File: config.mk
export PLATFORM = sky130hd
export DESIGN_NAME = slcs_device_flat
export DESIGN_NICKNAME = d
export VERILOG_FILES = /design/src/hw/slcs_pkg.sv /design/src/hw/slcs_link_if.sv /design/src/hw/slcs_device.sv /design/src/flat_wrapper.sv
export SDC_FILE = /design/constraint.sdc
export NUM_CORES = 1
export LEC_CHECK = 0
export ABC_AREA = 0
export ABC_CLOCK_PERIOD_IN_PS = 3500
export BUFFER_PORTS_ARGS = -buffer_cell sky130_fd_sc_hd__buf_4
export CELL_PAD_IN_SITES_DETAIL_PLACEMENT = 1
export CELL_PAD_IN_SITES_GLOBAL_PLACEMENT = 1
export CORE_AREA = 2 2 82 84
export DETAILED_ROUTE_END_ITERATION = 8
export DIE_AREA = 0 0 84 86
export HOLD_SLACK_MARGIN = 0.15
export PLACE_DENSITY = 0.94
export SYNTH_ARGS = -nofsm -noshare
export SYNTH_HDL_FRONTEND = slang
export SYNTH_SLANG_ARGS = --single-unit
File: constraint.sdc
create_clock -name clk -period 3.5 [get_ports clk]
set_clock_uncertainty 0.2 [all_clocks]
set_input_delay 0 -clock clk [delete_from_list [all_inputs] [get_ports clk]]
set_output_delay 0 -clock clk [all_outputs]
set_load 0.02 [all_outputs]
File: src/hw/slcs_pkg.sv
// Constants, register map and types shared by both ends of the link configuration path.
// Function
// Single-channel select disables channels B, C, D.
// Software keeps first pair enabled in single mode.
// Second pair enable bit gates channels C, D.
// First pair enable bit zero gates A, B.
// Channel enables change only with link, calibration off.
// Never clear every channel enable for power-down.
// One pair off halves lanes (ceiling), converters.
// Odd lane count, pair off: pad highest lane.
// First pair off: C, D take A, B slots.
// Software writes zero to reserved enable bits.
// Header field: 0 CRC-12, 2 FEC, else reserved.
// 32-bit sync word; selection applies only 64B/66B.
// Command fields always zero, idle headers sent.
// Header and threshold change only with link off.
// Sync request input sampled every link-clock cycle.
// Request after threshold plus one consecutive lows.
// Shorter low runs are error reports, ignored.
// Receiver should disable error reports, threshold zero.
// Status bit shows sync level, 0 asserted.
// Any high sample clears the consecutive-low count.
package slcs_pkg;
    localparam int DEV_AW = 10;
    localparam int DEV_DW = 8;
    localparam logic [9:0] OFS_LINK_CTRL = 10'h200;
    localparam logic [9:0] OFS_LINK_STATUS = 10'h208;
    localparam logic [9:0] OFS_CHANNEL_PAIR_ENABLES = 10'h209;
    localparam logic [9:0] OFS_HEADER_WORD_SELECT = 10'h20F;
    localparam logic [9:0] OFS_SYNC_REQUEST_COUNT_LIMIT = 10'h210;
    localparam int BIT_FIRST_PAIR = 0;
    localparam int BIT_SECOND_PAIR = 1;
    localparam int BIT_ONE_CHANNEL = 2;
    localparam int BIT_LINK_EN = 0;
    localparam int BIT_CAL_EN = 1;
    localparam int BIT_MODE_66B = 2;
    localparam int BIT_SYNC_LEVEL = 5;
    localparam logic [2:0] RST_CHANNEL_PAIR_ENABLES = 3'h3;
    localparam logic [1:0] RST_HEADER_WORD_SELECT = 2'h0;
    localparam logic [4:0] RST_SYNC_REQUEST_COUNT_LIMIT = 5'h03;
    localparam logic [2:0] RST_LINK_CTRL = 3'h0;
    localparam logic [2:0] MASK_CHANNEL_PAIR_ENABLES = 3'h7;
    localparam logic [1:0] MASK_HEADER_WORD_SELECT = 2'h3;
    localparam logic [4:0] MASK_SYNC_REQUEST_COUNT_LIMIT = 5'h1F;
    localparam int SYNC_WORD_BITS = 32;
    localparam int LINK_DIV = 2;
    localparam int RUN_W = 6;
    typedef enum logic [1:0] {
        SLCS_HDR_CRC12 = 2'b00,
        SLCS_HDR_RSVD1 = 2'b01,
        SLCS_HDR_FEC = 2'b10,
        SLCS_HDR_RSVD3 = 2'b11
    } slcs_hdr_t;
    localparam logic [7:0] AHB_OFS_CMD = 8'h00;
    localparam logic [7:0] AHB_OFS_STAT = 8'h04;
    localparam logic [7:0] AHB_OFS_SYNC = 8'h08;
    localparam int CMD_DATA_LSB = 10;
    localparam int CMD_WRITE_BIT = 31;
    localparam int STAT_BUSY = 0;
    localparam int STAT_REFUSED = 1;
    localparam int STAT_RDATA_LSB = 8;
endpackage

File: src/hw/slcs_link_if.sv
// Interface joining the controller end and the converter end: register port and sync request.
`timescale 1ns/100ps
`default_nettype none
interface slcs_link_if;
    logic reg_req;
    logic reg_wr;
    logic [9:0] reg_addr;
    logic [7:0] reg_wdata;
    logic reg_ack;
    logic [7:0] reg_rdata;
    logic sync_n;
    modport dev (
        input reg_req, reg_wr, reg_addr, reg_wdata, sync_n,
        output reg_ack, reg_rdata
    );
    modport host (
        output reg_req, reg_wr, reg_addr, reg_wdata, sync_n,
        input reg_ack, reg_rdata
    );
endinterface
`default_nettype wire

File: src/hw/slcs_device.sv
// Converter end: channel configuration registers, header selection and sync request qualifier.
`timescale 1ns/100ps
`default_nettype none
module slcs_device (
    input wire logic clk, // System clock, 25 MHz.
    input wire logic rst, // Synchronous reset, active high.
    slcs_link_if.dev link, // Register port and sync request from the receiver.
    input wire logic [3:0] nominal_lane_count, // Lane count with all channels on.
    input wire logic [3:0] nominal_converter_count, // Converter count with all channels on.
    output logic [3:0] channel_active_q, // Per-channel enable, bit 0 is channel A.
    output logic [3:0] lane_count_q, // Lanes in use.
    output logic [3:0] converter_count_q, // Converters in use.
    output logic tail_pad_q, // Pad the end of the highest lane.
    output logic second_pair_in_first_slots_q, // C and D samples sit in A and B slots.
    output logic header_crc_q, // Sync word carries CRC-12.
    output logic header_fec_q, // Sync word carries FEC.
    output logic [slcs_pkg::SYNC_WORD_BITS-1:0] command_field_q, // Command bits, always zero.
    output logic link_tick_q, // Link-clock enable, one pulse per link cycle.
    output logic sync_request_q, // Qualified synchronisation request, level.
    output logic sync_error_q, // Short low run seen, one-cycle pulse.
    output logic sync_level_q // Filtered sync level, low means asserted.
);
    import slcs_pkg::*;

    localparam int DIV_W = $clog2(LINK_DIV);

    logic [2:0] chen_q;
    logic [1:0] hdr_sel_q;
    logic [4:0] thresh_q;
    logic [2:0] link_ctrl_q;
    logic ack_q;
    logic [7:0] rdata_q;
    logic [7:0] rdata_d;
    logic s1_q;
    logic s2_q;
    logic s3_q;
    logic [RUN_W-1:0] run_q;
    logic [$clog2(LINK_DIV)-1:0] div_q;
    logic pair_off;
    logic single_mode;
    logic first_on;
    logic second_on;
    logic mode_66b;

    assign link.reg_ack = ack_q;
    assign link.reg_rdata = rdata_q;

    assign single_mode = chen_q[BIT_ONE_CHANNEL];
    assign first_on = chen_q[BIT_FIRST_PAIR];
    assign second_on = chen_q[BIT_SECOND_PAIR] && !single_mode;
    assign pair_off = !first_on || !second_on;
    assign mode_66b = link_ctrl_q[BIT_MODE_66B];

    // Register writes; only defined fields are stored, so reserved bits read back as zero.
    always_ff @(posedge clk) begin
        if (rst) begin
            chen_q <= RST_CHANNEL_PAIR_ENABLES;
            hdr_sel_q <= RST_HEADER_WORD_SELECT;
            thresh_q <= RST_SYNC_REQUEST_COUNT_LIMIT;
            link_ctrl_q <= RST_LINK_CTRL;
        end else if (link.reg_req && link.reg_wr) begin
            unique case (link.reg_addr)
                OFS_CHANNEL_PAIR_ENABLES: begin
                    chen_q <= link.reg_wdata[2:0];
                end
                OFS_HEADER_WORD_SELECT: begin
                    hdr_sel_q <= link.reg_wdata[1:0];
                end
                OFS_SYNC_REQUEST_COUNT_LIMIT: begin
                    thresh_q <= link.reg_wdata[4:0];
                end
                OFS_LINK_CTRL: begin
                    link_ctrl_q <= link.reg_wdata[2:0];
                end
                default: begin
                end
            endcase
        end
    end

    always_comb begin
        rdata_d = 8'h00;
        unique case (link.reg_addr)
            OFS_CHANNEL_PAIR_ENABLES: rdata_d = {5'h00, chen_q};
            OFS_HEADER_WORD_SELECT: rdata_d = {6'h00, hdr_sel_q};
            OFS_SYNC_REQUEST_COUNT_LIMIT: rdata_d = {3'h0, thresh_q};
            OFS_LINK_CTRL: rdata_d = {5'h00, link_ctrl_q};
            OFS_LINK_STATUS: rdata_d[BIT_SYNC_LEVEL] = sync_level_q;
            default: rdata_d = 8'h00;
        endcase
    end

    // Every request is answered on the following edge; unmapped addresses read zero.
    always_ff @(posedge clk) begin
        if (rst) begin
            ack_q <= 1'b0;
            rdata_q <= 8'h00;
        end else begin
            ack_q <= link.reg_req;
            if (link.reg_req && !link.reg_wr) begin
                rdata_q <= rdata_d;
            end
        end
    end

    // Channel enables and the resulting lane and converter scaling.
    always_ff @(posedge clk) begin
        if (rst) begin
            channel_active_q <= 4'hF;
            lane_count_q <= 4'h0;
            converter_count_q <= 4'h0;
            tail_pad_q <= 1'b0;
            second_pair_in_first_slots_q <= 1'b0;
        end else begin
            if (single_mode) begin
                channel_active_q <= 4'h1;
            end else begin
                channel_active_q <= {second_on, second_on, first_on, first_on};
            end
            if (pair_off) begin
                lane_count_q <= 4'((5'(nominal_lane_count) + 5'h01) >> 1);
                converter_count_q <= nominal_converter_count >> 1;
            end else begin
                lane_count_q <= nominal_lane_count;
                converter_count_q <= nominal_converter_count;
            end
            tail_pad_q <= pair_off && nominal_lane_count[0];
            second_pair_in_first_slots_q <= !first_on && second_on;
        end
    end

    // Header selection acts only in 64B/66B modes; reserved codes select neither payload.
    always_ff @(posedge clk) begin
        if (rst) begin
            header_crc_q <= 1'b0;
            header_fec_q <= 1'b0;
            command_field_q <= '0;
        end else begin
            header_crc_q <= mode_66b && (hdr_sel_q == SLCS_HDR_CRC12);
            header_fec_q <= mode_66b && (hdr_sel_q == SLCS_HDR_FEC);
            command_field_q <= '0;
        end
    end

    // Divider that makes the link-clock enable at half the system rate.
    // It starts at its wrap point so the first tick keeps the one-in-two cadence after reset.
    always_ff @(posedge clk) begin
        if (rst) begin
            div_q <= DIV_W'(LINK_DIV - 1);
            link_tick_q <= 1'b0;
        end else begin
            link_tick_q <= (div_q == DIV_W'(LINK_DIV - 1));
            if (div_q == DIV_W'(LINK_DIV - 1)) begin
                div_q <= '0;
            end else begin
                div_q <= div_q + 1'b1;
            end
        end
    end

    // Three-stage input chain; the filtered level moves only when the last two stages agree.
    always_ff @(posedge clk) begin
        if (rst) begin
            s1_q <= 1'b1;
            s2_q <= 1'b1;
            s3_q <= 1'b1;
            sync_level_q <= 1'b1;
        end else begin
            s1_q <= link.sync_n;
            s2_q <= s1_q;
            s3_q <= s2_q;
            if (s2_q == s3_q) begin
                sync_level_q <= s3_q;
            end
        end
    end

    // Consecutive-low run counter; saturates so a long request stays qualified.
    always_ff @(posedge clk) begin
        if (rst) begin
            run_q <= '0;
            sync_request_q <= 1'b0;
            sync_error_q <= 1'b0;
        end else begin
            sync_error_q <= 1'b0;
            if (link_tick_q) begin
                if (!sync_level_q) begin
                    if (run_q != {RUN_W{1'b1}}) begin
                        run_q <= run_q + 1'b1;
                    end
                    if (run_q >= RUN_W'(thresh_q)) begin
                        sync_request_q <= 1'b1;
                    end
                end else begin
                    run_q <= '0;
                    sync_request_q <= 1'b0;
                    sync_error_q <= (run_q != '0) && !sync_request_q;
                end
            end
        end
    end
endmodule
`default_nettype wire

File: src/flat_wrapper.sv
// flat-port wrapper written by rule: the top's interface ports become plain ports
module slcs_device_flat import slcs_pkg::*;
  (clk, rst, nominal_lane_count, nominal_converter_count, channel_active_q, lane_count_q, converter_count_q, tail_pad_q, second_pair_in_first_slots_q, header_crc_q, header_fec_q, command_field_q, link_tick_q, sync_request_q, sync_error_q, sync_level_q, link_reg_req, link_reg_wr, link_reg_addr, link_reg_wdata, link_sync_n, link_reg_ack, link_reg_rdata);
  slcs_link_if link_i ();
  input wire logic clk;
  input wire logic rst;
  input wire logic [3:0] nominal_lane_count;
  input wire logic [3:0] nominal_converter_count;
  output logic [3:0] channel_active_q;
  output logic [3:0] lane_count_q;
  output logic [3:0] converter_count_q;
  output logic tail_pad_q;
  output logic second_pair_in_first_slots_q;
  output logic header_crc_q;
  output logic header_fec_q;
  output logic [slcs_pkg::SYNC_WORD_BITS-1:0] command_field_q;
  output logic link_tick_q;
  output logic sync_request_q;
  output logic sync_error_q;
  output logic sync_level_q;
  input wire logic [$bits(link_i.reg_req)-1:0] link_reg_req;
  input wire logic [$bits(link_i.reg_wr)-1:0] link_reg_wr;
  input wire logic [$bits(link_i.reg_addr)-1:0] link_reg_addr;
  input wire logic [$bits(link_i.reg_wdata)-1:0] link_reg_wdata;
  input wire logic [$bits(link_i.sync_n)-1:0] link_sync_n;
  output wire logic [$bits(link_i.reg_ack)-1:0] link_reg_ack;
  output wire logic [$bits(link_i.reg_rdata)-1:0] link_reg_rdata;
  assign link_i.reg_req = link_reg_req;
  assign link_i.reg_wr = link_reg_wr;
  assign link_i.reg_addr = link_reg_addr;
  assign link_i.reg_wdata = link_reg_wdata;
  assign link_i.sync_n = link_sync_n;
  assign link_reg_ack = link_i.reg_ack;
  assign link_reg_rdata = link_i.reg_rdata;
  slcs_device u_core (.clk(clk), .rst(rst), .link(link_i), .nominal_lane_count(nominal_lane_count), .nominal_converter_count(nominal_converter_count), .channel_active_q(channel_active_q), .lane_count_q(lane_count_q), .converter_count_q(converter_count_q), .tail_pad_q(tail_pad_q), .second_pair_in_first_slots_q(second_pair_in_first_slots_q), .header_crc_q(header_crc_q), .header_fec_q(header_fec_q), .command_field_q(command_field_q), .link_tick_q(link_tick_q), .sync_request_q(sync_request_q), .sync_error_q(sync_error_q), .sync_level_q(sync_level_q));
endmodule
==> reports/qor.txt, run 1 <==
Cells after Synth: 255
Vias per cell: 4.91
WS Path Type: input port to flip-flop
CTS Root Cell: clkbuf_8
Final core occ: 51.0%
Most used cell, CP: dlygate4sd3_1
Crit-path cells: dlygate4sd3_1, buf_4, nor3_1, nand3b_1, dlygate4sd3_1, nor2_2, nor2b_1, a211o_1, dlygate4sd3_1
Share of layout cells above drive strength 1: 19.7%
Crit path from: link_reg_addr[1]
FF-to-FF Start: u_core.chen_q[2]
Final ANT Viol Nets: 0
Largest cells by area after synthesis: dfxtp_1, buf_4, nor2_1
Post-synthesis async set-or-reset flop share: 0%
Startpoint types: input port
Post-CTS Setup Bufs: 0
Drt first pass iters: 4
Hold-fix buffers, CTS: 44
Row count: 29
Wire length per cell: 16.9 um
CTS tree: done
Avg Cell Area, Syn: 9.07 um^2
Lkg Pwr: 1.41 nW
Final Slew Violations: 0
# IOs: 92
Slowest-stage cell, CP: dlygate4sd3_1
All-layer global routing usage: 20.6%
Fillers: 742
Hold WC Path Type: flip-flop to flip-flop
DPL Wire Length: 4160 um
Slew @ Worst Pin: 0.541 ns
Largest net degree at the start of global routing: 43
DRC Markers: 0
Drt total wl: 7230 um
Largest area contributor in the netlist: dfxtp_1
RSZ-0062 raised after global routing: false
Critical Path RT: 3.49 ns
Top FF cell, synth: dfxtp_1
Inserted Diodes: 0
Register area share after synthesis: 42.4%
Netlist Area Pre-Place: 2310 um^2
First-pass GRT wire length: 11600 um
DR vias: 2103
Layout area overhead: 38.6%
Post-synth EDFFs: 0
Clock Latency Late Sink: 0.31 ns
Crit share post-route: 92.9%
Top cell type's share of synthesized area: 42.4%
Clk buf depth: 2
Post-CTS sizing: 0
DIE WIDTH: 84 um
Num CTS Buffers: 5
Final #Nets: 389
Die Span Y: 86 um
Status: finished clean
Fin crit period: 3.25 ns
Clock slew at reported path FFs: 0.09 ns
Yosys reg bits: 49
TNS Setup: 0 ns
Netlist cell types: 46
Peak supply drop: 0.250 mV
Core area: 6280 um^2
Ys Warns: 0
Initial Util: 36.8%
Die ar.: 7220 um^2
Placed cell count: 376
H-tree levels: 2
Worst Path Arrival: 3.24 ns
Port Buf Inserts: 54
GP Congestion: 0.739
Maxcap violations: 0
Crit-path max cell delay: 0.67 ns
TritonCTS Sinks: 49
Slew Limit Headroom: 63.6%
CP max FO: 7
DR iter-0 viols: 55
Final setup fails: 0
Hold Crit Start: u_core.s1_q
Fmax: 308 MHz
Crit end category: flip-flop
Final-report hold violation count: 0
Vias in the first global route: 2218
Remaining global-route overflow: 0
Most frequent cell after synthesis: dfxtp_1
Antenna violations before repair: 0
Cell Pwr Density: 361 nW/um^2
Post-synth top cells: dfxtp_1, buf_4, nor2_1
Non-filler cells, final: 428
critical path: cells and delay by family:
| family | cells | cell delay [ns] |
|---|---|---|
| compound gates | 1 | 0.29 |
| buf+inv | 4 | 1.94 |
| simple gates | 4 | 1.01 |
stage by stage:
stage / hold WS (ns) / cell area, um^2 / power, W / worst slack, ns
CTS: 0.221 / 3200 / 0.00116 / 0.522
global route: 0.245 / 3200 / 0.00120 / 0.156
finish: 0.215 / 3200 / 0.00116 / 0.248
detailed placement: -0.0103 / 2640 / 0.000701 / 1.74
global placement: -0.0106 / 2640 / 0.000698 / 1.83
floorplan: -0.0962 / 2440 / 0.000681 / 1.89
path summary, 6_finish.rpt:
path                            endpoint  slack (ns)  depth (start not counted)
setup / recovery      u_core.thresh_q[0]        0.25                          9
hold / removal               u_core.s2_q        0.22                          1
setup reg to reg  u_core.lane_count_q[2]        1.50                          6
hold reg to reg              u_core.s2_q        0.22                          1
final cells by class:
class / instances / area (um^2) / share of cell area (%)
multi-input cells: 186 / 1120 / 35.1
clock inverters: 2 / 37.5 / 1.17
well taps: 77 / 96.3 / 3.01
repair buffers: 98 / 846 / 26.4
clock buffers: 6 / 82.6 / 2.58
flip-flops and latches: 49 / 981 / 30.6
inverters: 10 / 37.5 / 1.17
placed cells by master, fill, tap and decap left out, types with 2 or more instances in the layout:
master,n
buf_4,54
dfxtp_1,49
dlygate4sd3_1,44
conb_1,34
nor2_1,31
nand2_1,15
a21oi_1,12
mux2i_1,11
inv_1,10
ha_1,8
nor2b_1,6
nand3_1,6
clkbuf_8,6
o21ai_0,5
a22o_1,5
nor3_1,4
or2_2,3
nand2b_1,3
a211o_1,3
a21o_1,3
and3_1,3
xor2_1,3
a211oi_1,3
nor3b_1,3
xnor2_1,2
nor4_1,2
a221o_1,2
or3_1,2
kinds of logic after synthesis:
group,after synthesis,synth area share (%)
buf+inv,53,14.3
fa+ha+maj,8,4.33
mux,11,4.76
compound gates,39,11.9
xor+xnor,5,1.89
flops,49,42.4
simple gates,89,20.2
other cells,1,0.162
report_power, final:
group,switching [W],internal [W]
combinational,0.0000908,0.0000657
clock,0.000198,0.000233
sequential,0.00000389,0.000566
total,0.000293,0.000864
sequential cells by signal, summed over array words and instances (netlist names), 2 cells and up:
name,cells
u_core.chen_q,3
u_core.thresh_q,5
u_core.hdr_sel_q,2
u_core.link.reg_rdata,6
u_core.channel_active_q,3
u_core.lane_count_q,4
u_core.link_ctrl_q,3
u_core.run_q,6
u_core.converter_count_q,4
per-layer routing:
layer | track usage [%] | vias to the layer above | part of all wire (%)
met5 | 0 | - | 0
met4 | 7.33 | 0 | 2.0
met3 | 3.95 | 14 | 3.9
met2 | 41.8 | 62 | 56
met1 | 20.7 | 1037 | 38
li1 | - | 990 | -
Power figures use the tool's default switching activity.
==> run 2: changes to the inputs <==
--- a/config.mk
+++ b/config.mk
@@ -6,15 +6,15 @@
 export NUM_CORES = 1
 export LEC_CHECK = 0
 export ABC_AREA = 0
-export ABC_CLOCK_PERIOD_IN_PS = 3500
+export ABC_CLOCK_PERIOD_IN_PS = 3650
 export BUFFER_PORTS_ARGS = -buffer_cell sky130_fd_sc_hd__buf_4
-export CELL_PAD_IN_SITES_DETAIL_PLACEMENT = 1
+export CELL_PAD_IN_SITES_DETAIL_PLACEMENT = 0
 export CELL_PAD_IN_SITES_GLOBAL_PLACEMENT = 1
-export CORE_AREA = 2 2 82 84
+export CORE_AREA = 2 2 85 87
 export DETAILED_ROUTE_END_ITERATION = 8
-export DIE_AREA = 0 0 84 86
+export DIE_AREA = 0 0 87 89
 export HOLD_SLACK_MARGIN = 0.15
-export PLACE_DENSITY = 0.94
+export PLACE_DENSITY = 0.89
 export SYNTH_ARGS = -nofsm -noshare
 export SYNTH_HDL_FRONTEND = slang
 export SYNTH_SLANG_ARGS = --single-unit
==> constraint.sdc (replaced) <==
create_clock -name clk -period 3.65 [get_ports clk]
set_clock_uncertainty 0.2 [all_clocks]
set_input_delay 0 -clock clk [delete_from_list [all_inputs] [get_ports clk]]
set_output_delay 0 -clock clk [all_outputs]
set_load 0.02 [all_outputs]
==> run 2 against run 1 <==
Non-clock buffer count increased by 1. Worst hold slack worse by 0.039 ns. Highest routed layer unchanged. Largest power group unchanged. Clock power shrank 26%. Critical path type unchanged. Setup slack improved by 0.019 ns. Sequential share of layout area increased by 0.19 points. Cell area is 0.62% lower. Sequential power down 4.2%.
==> reports/qor.txt, run 2 (synthesis results as in run 1) <==
CTS Root Cell: clkbuf_8 (unchanged)
Hold-fix buffers, CTS: 45 (was 44)
Total power: 0.00100 W (was 0.00116 W)
Hold Crit Start: link_reg_addr[6] (was u_core.s1_q)
GP Congestion: 0.746 (was 0.739)
Final Slew Violations: 0 (unchanged)
Layout area overhead: 37.7% (was 38.6%)
Critical Path RT: 3.64 ns (was 3.49 ns)
TritonCTS Sinks: 49 (unchanged)
DPL Wire Length: 3310 um (was 4160 um)
Clock slew at reported path FFs: 0.09 ns (about the same)
Drt first pass iters: 4 (unchanged)
DIE WIDTH: 87 um (was 84 um)
Drt total wl: 5050 um (was 7230 um)
WS Path Type: input port to flip-flop (unchanged)
Post-DP Area: 2650 um^2 (was 2640 um^2)
Placed cell count: 379 (was 376)
Cell internal pwr: 0.000754 W (was 0.000864 W)
Wire length per cell: 11.7 um (was 16.9 um)
Worst R2R End: u_core.lane_count_q[2] (unchanged)
Post-CTS Setup Bufs: 0 (unchanged)
Vias per cell: 4.53 (was 4.91)
Most frequent cells in the layout: buf_4, dfxtp_1, dlygate4sd3_1 (unchanged)
Antenna violations before repair: 0 (unchanged)
Non-filler cells, final: 431 (was 428)
DRC Markers: 0 (unchanged)
DR vias: 1951 (was 2103)
Setup ws final: 0.267 ns (was 0.248 ns)
CTS tree: done (unchanged)
Final-report hold violation count: 0 (unchanged)
Initial Util: 34.4% (was 36.8%)
Sw Share: 24.8% (was 25.3%)
Fin crit period: 3.38 ns
Share of layout cells above drive strength 1: 19.1% (was 19.7%)
H-tree levels: 2 (unchanged)
M2 GR Usage: 24.5% (was 41.8%)
Vias in the first global route: 1816 (was 2218)
First-pass GRT wire length: 8300 um (was 11600 um)
All-layer global routing usage: 13.7% (was 20.6%)
Comb pwr share: 13.9% (was 13.5%)
Die ar.: 7740 um^2 (was 7220 um^2)
Port Buf Inserts: 54 (unchanged)
Post-CTS sizing: 0 (unchanged)
Status: finished clean (unchanged)
Commonest non-fill, non-tap cell in the layout: buf_4 (unchanged)
TNS Setup: 0 ns (unchanged)
R2R Setup Slk: 1.65 ns (was 1.50 ns)
Clock Latency Late Sink: 0.29 ns (was 0.31 ns)
Net Switching: 0.000248 W (was 0.000293 W)
Maxcap violations: 0 (unchanged)
Fmax: 296 MHz
Sequential cell area: 981 um^2 (unchanged)
Crit share post-route: 92.7%
Hold WC Path Type: input port to flip-flop (was flip-flop to flip-flop)
Dpl ws: 1.95 ns (was 1.74 ns)
Lkg Pwr: 1.39 nW (was 1.41 nW)
Die Span Y: 89 um (was 86 um)
Num CTS Buffers: 5 (unchanged)
Worst Path Arrival: 3.37 ns (was 3.24 ns)
Hold Crit Depth: 5 (was 1)
CP max FO: 7 (unchanged)
Crit end category: flip-flop (unchanged)
Power share of the clock group: 31.6% (was 37.2%)
Final setup fails: 0 (unchanged)
Row count: 30 (was 29)
# IOs: 92 (unchanged)
Core area: 6720 um^2 (was 6280 um^2)
RSZ-0062 raised after global routing: false (unchanged)
Cell Pwr Density: 315 nW/um^2 (was 361 nW/um^2)
End of the worst hold path: u_core.chen_q[0] (was u_core.s2_q)
Remaining global-route overflow: 0 (unchanged)
Cells on worst reg2reg path: 6 (unchanged)
Peak supply drop: 0.163 mV (was 0.250 mV)
Design area: 3180 um^2 (was 3200 um^2)
Clk buf depth: 2 (unchanged)
Final #Nets: 390 (was 389)
Startpoint types: input port (unchanged)
Inserted Diodes: 0 (unchanged)
Met3 GRT Util: 3.42% (was 3.95%)
Met1 usage: 16.1% (was 20.7%)
Fillers: 641 (was 742)
Final ANT Viol Nets: 0 (unchanged)
FF-to-FF Start: u_core.chen_q[2] (unchanged)
Area of the multi-input gates: 1120 um^2 (unchanged)
Most used routing layer: met2 (unchanged)
Largest net degree at the start of global routing: 43 (unchanged)
DR iter-0 viols: 58 (was 55)
Sequential share of power: 54.5% (was 49.2%)
[run 2: cell count changes in the layout (fill, tap and decap cells not counted), sizes merged]
cell         delta
bufinv          -1
clkbuf          +1
clkinvlp        -1
dlygate4sd3     +1
[run 2: how the worst max path moves through the flow]
stage,startpoint,to
after floorplan,u_core.sync_level_q,u_core.run_q[4]
after global placement,u_core.run_q[1],u_core.run_q[4]
after detailed placement,u_core.run_q[1],u_core.run_q[4]
after CTS,link_reg_addr[1],u_core.thresh_q[4]
after global routing,link_reg_addr[8],u_core.thresh_q[4]
final,link_reg_addr[1],u_core.thresh_q[4]
[run 2: metrics by stage]
step / utilization, % / hold slack [ns]
finish: 47.4 / 0.176
global route: 47.4 / 0.223
CTS: 47.4 / 0.161
detailed placement: 39.4 / -0.00754
global placement: 39.4 / -0.00736
floorplan: - / -0.0962
[run 2: final cells by class]
type	instances	share of cell area, %
Multi-Input combinational cell	186	35.3
Sequential cell	49	30.8
Timing Repair Buffer	99	26.9
Tap cell	80	3.14
Clock buffer	7	2.71
Inverter	10	1.18
[run 2: power groups by stage]
stage | clock, W | combinational (W) | sequential (W)
2_1_floorplan | 0 | 0.0000869 | 0.000566
3_3_place_gp | 0 | 0.000111 | 0.000559
3_5_place_dp | 0 | 0.000112 | 0.000558
4_1_cts | 0.000333 | 0.000138 | 0.000546
5_1_grt | 0.000356 | 0.000151 | 0.000547
6_report | 0.000317 | 0.000139 | 0.000546
[run 2: worst max-delay path, stage by stage]
cell and delay [ns]:
dlygate4sd3_1 0.54, buf_4 0.15, nor3_1 0.24, nand3b_1 0.10
dlygate4sd3_1 0.62, nor2_2 0.32, mux2i_1 0.23, dlygate4sd3_1 0.57
nor2_1 0.04, dlygate4sd3_1 0.57
[run 2: metal layers]
metal	share of wire, %	routed length, um	vias to the layer above
li1	-	-	987
met5	0	0	-
met3	6.3	320	4
met2	48	2430	62
met1	45	2270	898
met4	0.75	38	0
==> run 3: changes to the inputs <==
--- a/config.mk
+++ b/config.mk
@@ -5,14 +5,14 @@
 export SDC_FILE = /design/constraint.sdc
 export NUM_CORES = 1
 export LEC_CHECK = 0
-export ABC_AREA = 0
+export ABC_AREA = 1
 export ABC_CLOCK_PERIOD_IN_PS = 3650
 export BUFFER_PORTS_ARGS = -buffer_cell sky130_fd_sc_hd__buf_4
 export CELL_PAD_IN_SITES_DETAIL_PLACEMENT = 0
 export CELL_PAD_IN_SITES_GLOBAL_PLACEMENT = 1
-export CORE_AREA = 2 2 85 87
+export CORE_AREA = 2 2 89 91
 export DETAILED_ROUTE_END_ITERATION = 8
-export DIE_AREA = 0 0 87 89
+export DIE_AREA = 0 0 91 93
 export HOLD_SLACK_MARGIN = 0.15
 export PLACE_DENSITY = 0.89
 export SYNTH_ARGS = -nofsm -noshare
==> run 3 against run 2 <==
Die area is 9.3% higher. Largest power group unchanged. Critical endpoint is now u_core.link.reg_rdata[1]. Sequential cell count unchanged. Power is 19% higher. Synthesized cell count up 29%.
==> reports/qor.txt, run 3 <==
Lkg Pwr: 1.67 nW (was 1.39 nW)
Final core occ: 45.9% (was 47.4%)
Maxcap violations: 0 (unchanged)
Synth Area in Adders: 4.05% (was 4.33%)
Critical Path RT: 3.71 ns (was 3.64 ns)
Die Span Y: 93 um (was 89 um)
Largest net degree at the start of global routing: 25 (was 43)
Cells after Synth: 330 (was 255)
Fillers: 755 (was 641)
Commonest non-fill, non-tap cell in the layout: inv_1 (was buf_4)
Wire length per cell: 10.5 um (was 11.7 um)
Remaining global-route overflow: 0 (unchanged)
Most frequent cell after synthesis: inv_1 (was dfxtp_1)
Slowest-stage cell, CP: dlygate4sd3_1 (unchanged)
Hold_ws: 0.199 ns (was 0.176 ns)
Largest cells by area after synthesis: dfxtp_1, buf_4, inv_1 (was dfxtp_1, buf_4, nor2_1)
Post-Synth Simple-Gate Area: 22.1% (was 20.2%)
Status: finished clean (unchanged)
Post-synth EDFFs: 0 (unchanged)
Peak supply drop: 0.166 mV (was 0.163 mV)
Fmax: 292 MHz (was 296 MHz)
DR vias: 2271 (was 1951)
Final Slew Violations: 0 (unchanged)
Design area: 3450 um^2 (was 3180 um^2)
Top FF cell, synth: dfxtp_1 (unchanged)
Worst Path Arrival: 3.49 ns (was 3.37 ns)
CTS tree: done (unchanged)
H-tree levels: 2 (unchanged)
Avg Cell Area, Syn: 7.48 um^2 (was 9.07 um^2)
Compound-gate portion of the synthesized area: 13.2% (was 11.9%)
Initial Util: 32.8% (was 34.4%)
Register area share after synthesis: 39.7% (was 42.4%)
Vias in the first global route: 2183 (was 1816)
TNS Setup: 0 ns (unchanged)
Largest family of logic cells by synthesized area: simple AND/OR/NAND/NOR gates (unchanged)
CTS Root Cell: clkbuf_8 (unchanged)
DIE WIDTH: 91 um (was 87 um)
RSZ-0062 raised after global routing: false (unchanged)
Port Buf Inserts: 54 (unchanged)
Hold WC Path Type: input port to flip-flop (unchanged)
Most used cell, CP: dlygate4sd3_1 (unchanged)
GP Congestion: 0.810 (was 0.746)
Num CTS Buffers: 5 (unchanged)
Yosys reg bits: 49 (unchanged)
DRC Markers: 0 (unchanged)
Post-synthesis async set-or-reset flop share: 0% (unchanged)
Most frequent cells in the layout: inv_1, buf_4, dfxtp_1 (was buf_4, dfxtp_1, dlygate4sd3_1)
Clk buf depth: 2 (unchanged)
Netlist cell types: 30 (was 46)
Netlist Area Pre-Place: 2470 um^2 (was 2310 um^2)
Total power: 0.00119 W (was 0.00100 W)
Layout area overhead: 39.9% (was 37.7%)
Post-DP Area: 2840 um^2 (was 2650 um^2)
Crit share post-route: 94.0% (was 92.7%)
Die ar.: 8460 um^2 (was 7740 um^2)
Largest area contributor in the netlist: dfxtp_1 (unchanged)
First-pass GRT wire length: 9230 um (was 8300 um)
Crit-path cells: dlygate4sd3_1, buf_4, inv_1, nand2_1, dlygate4sd3_1, nor2_1, dlygate4sd3_1, o211ai_1, dlygate4sd3_1, a21oi_2, dlygate4sd3_1, nand2_1, a21oi_2 (was dlygate4sd3_1, buf_4, nor3_1, nand3b_1, dlygate4sd3_1, nor2_2, mux2i_1, dlygate4sd3_1, nor2_1, dlygate4sd3_1)
Clock Latency Late Sink: 0.31 ns (was 0.29 ns)
TritonCTS Sinks: 49 (unchanged)
Fraction of synthesized cell area in xor and xnor cells: 0.355% (was 1.89%)
Inserted Diodes: 0 (unchanged)
Final setup fails: 0 (unchanged)
Clock slew at reported path FFs: 0.10 ns (was 0.09 ns)
Final ANT Viol Nets: 0 (unchanged)
Ys Warns: 0 (unchanged)
CP max FO: 2 (was 7)
Share of layout cells above drive strength 1: 18.9% (was 19.1%)
# IOs: 92 (unchanged)
Cell Pwr Density: 345 nW/um^2 (was 315 nW/um^2)
Slew Limit Headroom: 57.2%
Drt first pass iters: 4 (unchanged)
Antenna violations before repair: 0 (unchanged)
Mux share of post-synthesis cell area: 0% (was 4.76%)
Final #Nets: 471 (was 390)
Fin crit period: 3.43 ns (was 3.38 ns)
DR iter-0 viols: 49 (was 58)
Crit end category: flip-flop (unchanged)
Slew @ Worst Pin: 0.641 ns
Core area: 7530 um^2 (was 6720 um^2)
Crit-path max cell delay: 0.58 ns (was 0.62 ns)
Top cell type's share of synthesized area: 39.7% (was 42.4%)
Row count: 32 (was 30)
All-layer global routing usage: 13.3% (was 13.7%)
Final-report hold violation count: 0 (unchanged)
Drt total wl: 5640 um (was 5050 um)
Startpoint types: input port (unchanged)
WS Path Type: input port to flip-flop (unchanged)
Vias per cell: 4.24 (was 4.53)
DPL Wire Length: 4000 um (was 3310 um)
Post-synth top cells: inv_1, dfxtp_1, nand2_1 (was dfxtp_1, buf_4, nor2_1)
-- run 3: worst max-delay path: cells and delay by family --
family          cells  cell delay [ns]
compound gates      3             0.29
simple gates        3             0.20
buf+inv             7             2.97
-- run 3: layout make-up --
class / instances / area, um^2 / area share, %
timing repair buffer: 102 / 886 / 25.6
clock inverter: 3 / 68.8 / 1.99
clock buffer: 5 / 68.8 / 1.99
multi-input combinational: 217 / 1110 / 32.1
inverter: 57 / 214 / 6.19
tap: 102 / 128 / 3.69
sequential: 49 / 981 / 28.4
-- run 3: logic make-up after synthesis --
group                    after synthesis
XOR/XNOR                               1
adder cells (fa/ha/maj)                8
other                                  1
buffers and inverters                 97
AND/OR/NAND/NOR                      116
flip-flops                            49
AO/OA/AOI/OAI                         58
-- run 3: repair_timing --
item                                   CTS  global route
resized for setup                        0             0
hold buffers                            48             0
endpoints found under the hold margin   42             0
buffers inserted                         0             0
-- run 3: power by group --
group	switching, W	internal (W)
Sequential	0.00000592	0.000546
Combinational	0.0000965	0.0000706
Clock	0.000195	0.000276
Total	0.000297	0.000893
-- run 3: layer usage --
metal	up-vias	part of all wire (%)	track usage (%)
met4	0	1.4	4.55
met1	1024	44	14.7
li1	1185	-	-
met3	6	4.8	2.82
met5	-	0	0
met2	56	50	25.2
-- run 3: final timing paths --
check	to	startpoint	depth (start not counted)	slack, ns
worst min-delay path	u_core.link.reg_rdata[0]	link_reg_addr[5]	10	0.20
worst max-delay path	u_core.link.reg_rdata[1]	link_reg_addr[6]	13	0.22
worst max register to register	u_core.link.reg_rdata[5]	u_core.sync_level_q	4	1.61
worst min register to register	u_core.div_q	u_core.div_q	1	0.20
-- run 3: per-stage QoR --
stage          std cells  setup slack (ns)
6_report             535             0.220
5_1_grt              535             0.102
4_1_cts              535             0.255
3_5_place_dp         479              2.05
3_3_place_gp         479              2.10
2_1_floorplan        363              2.18
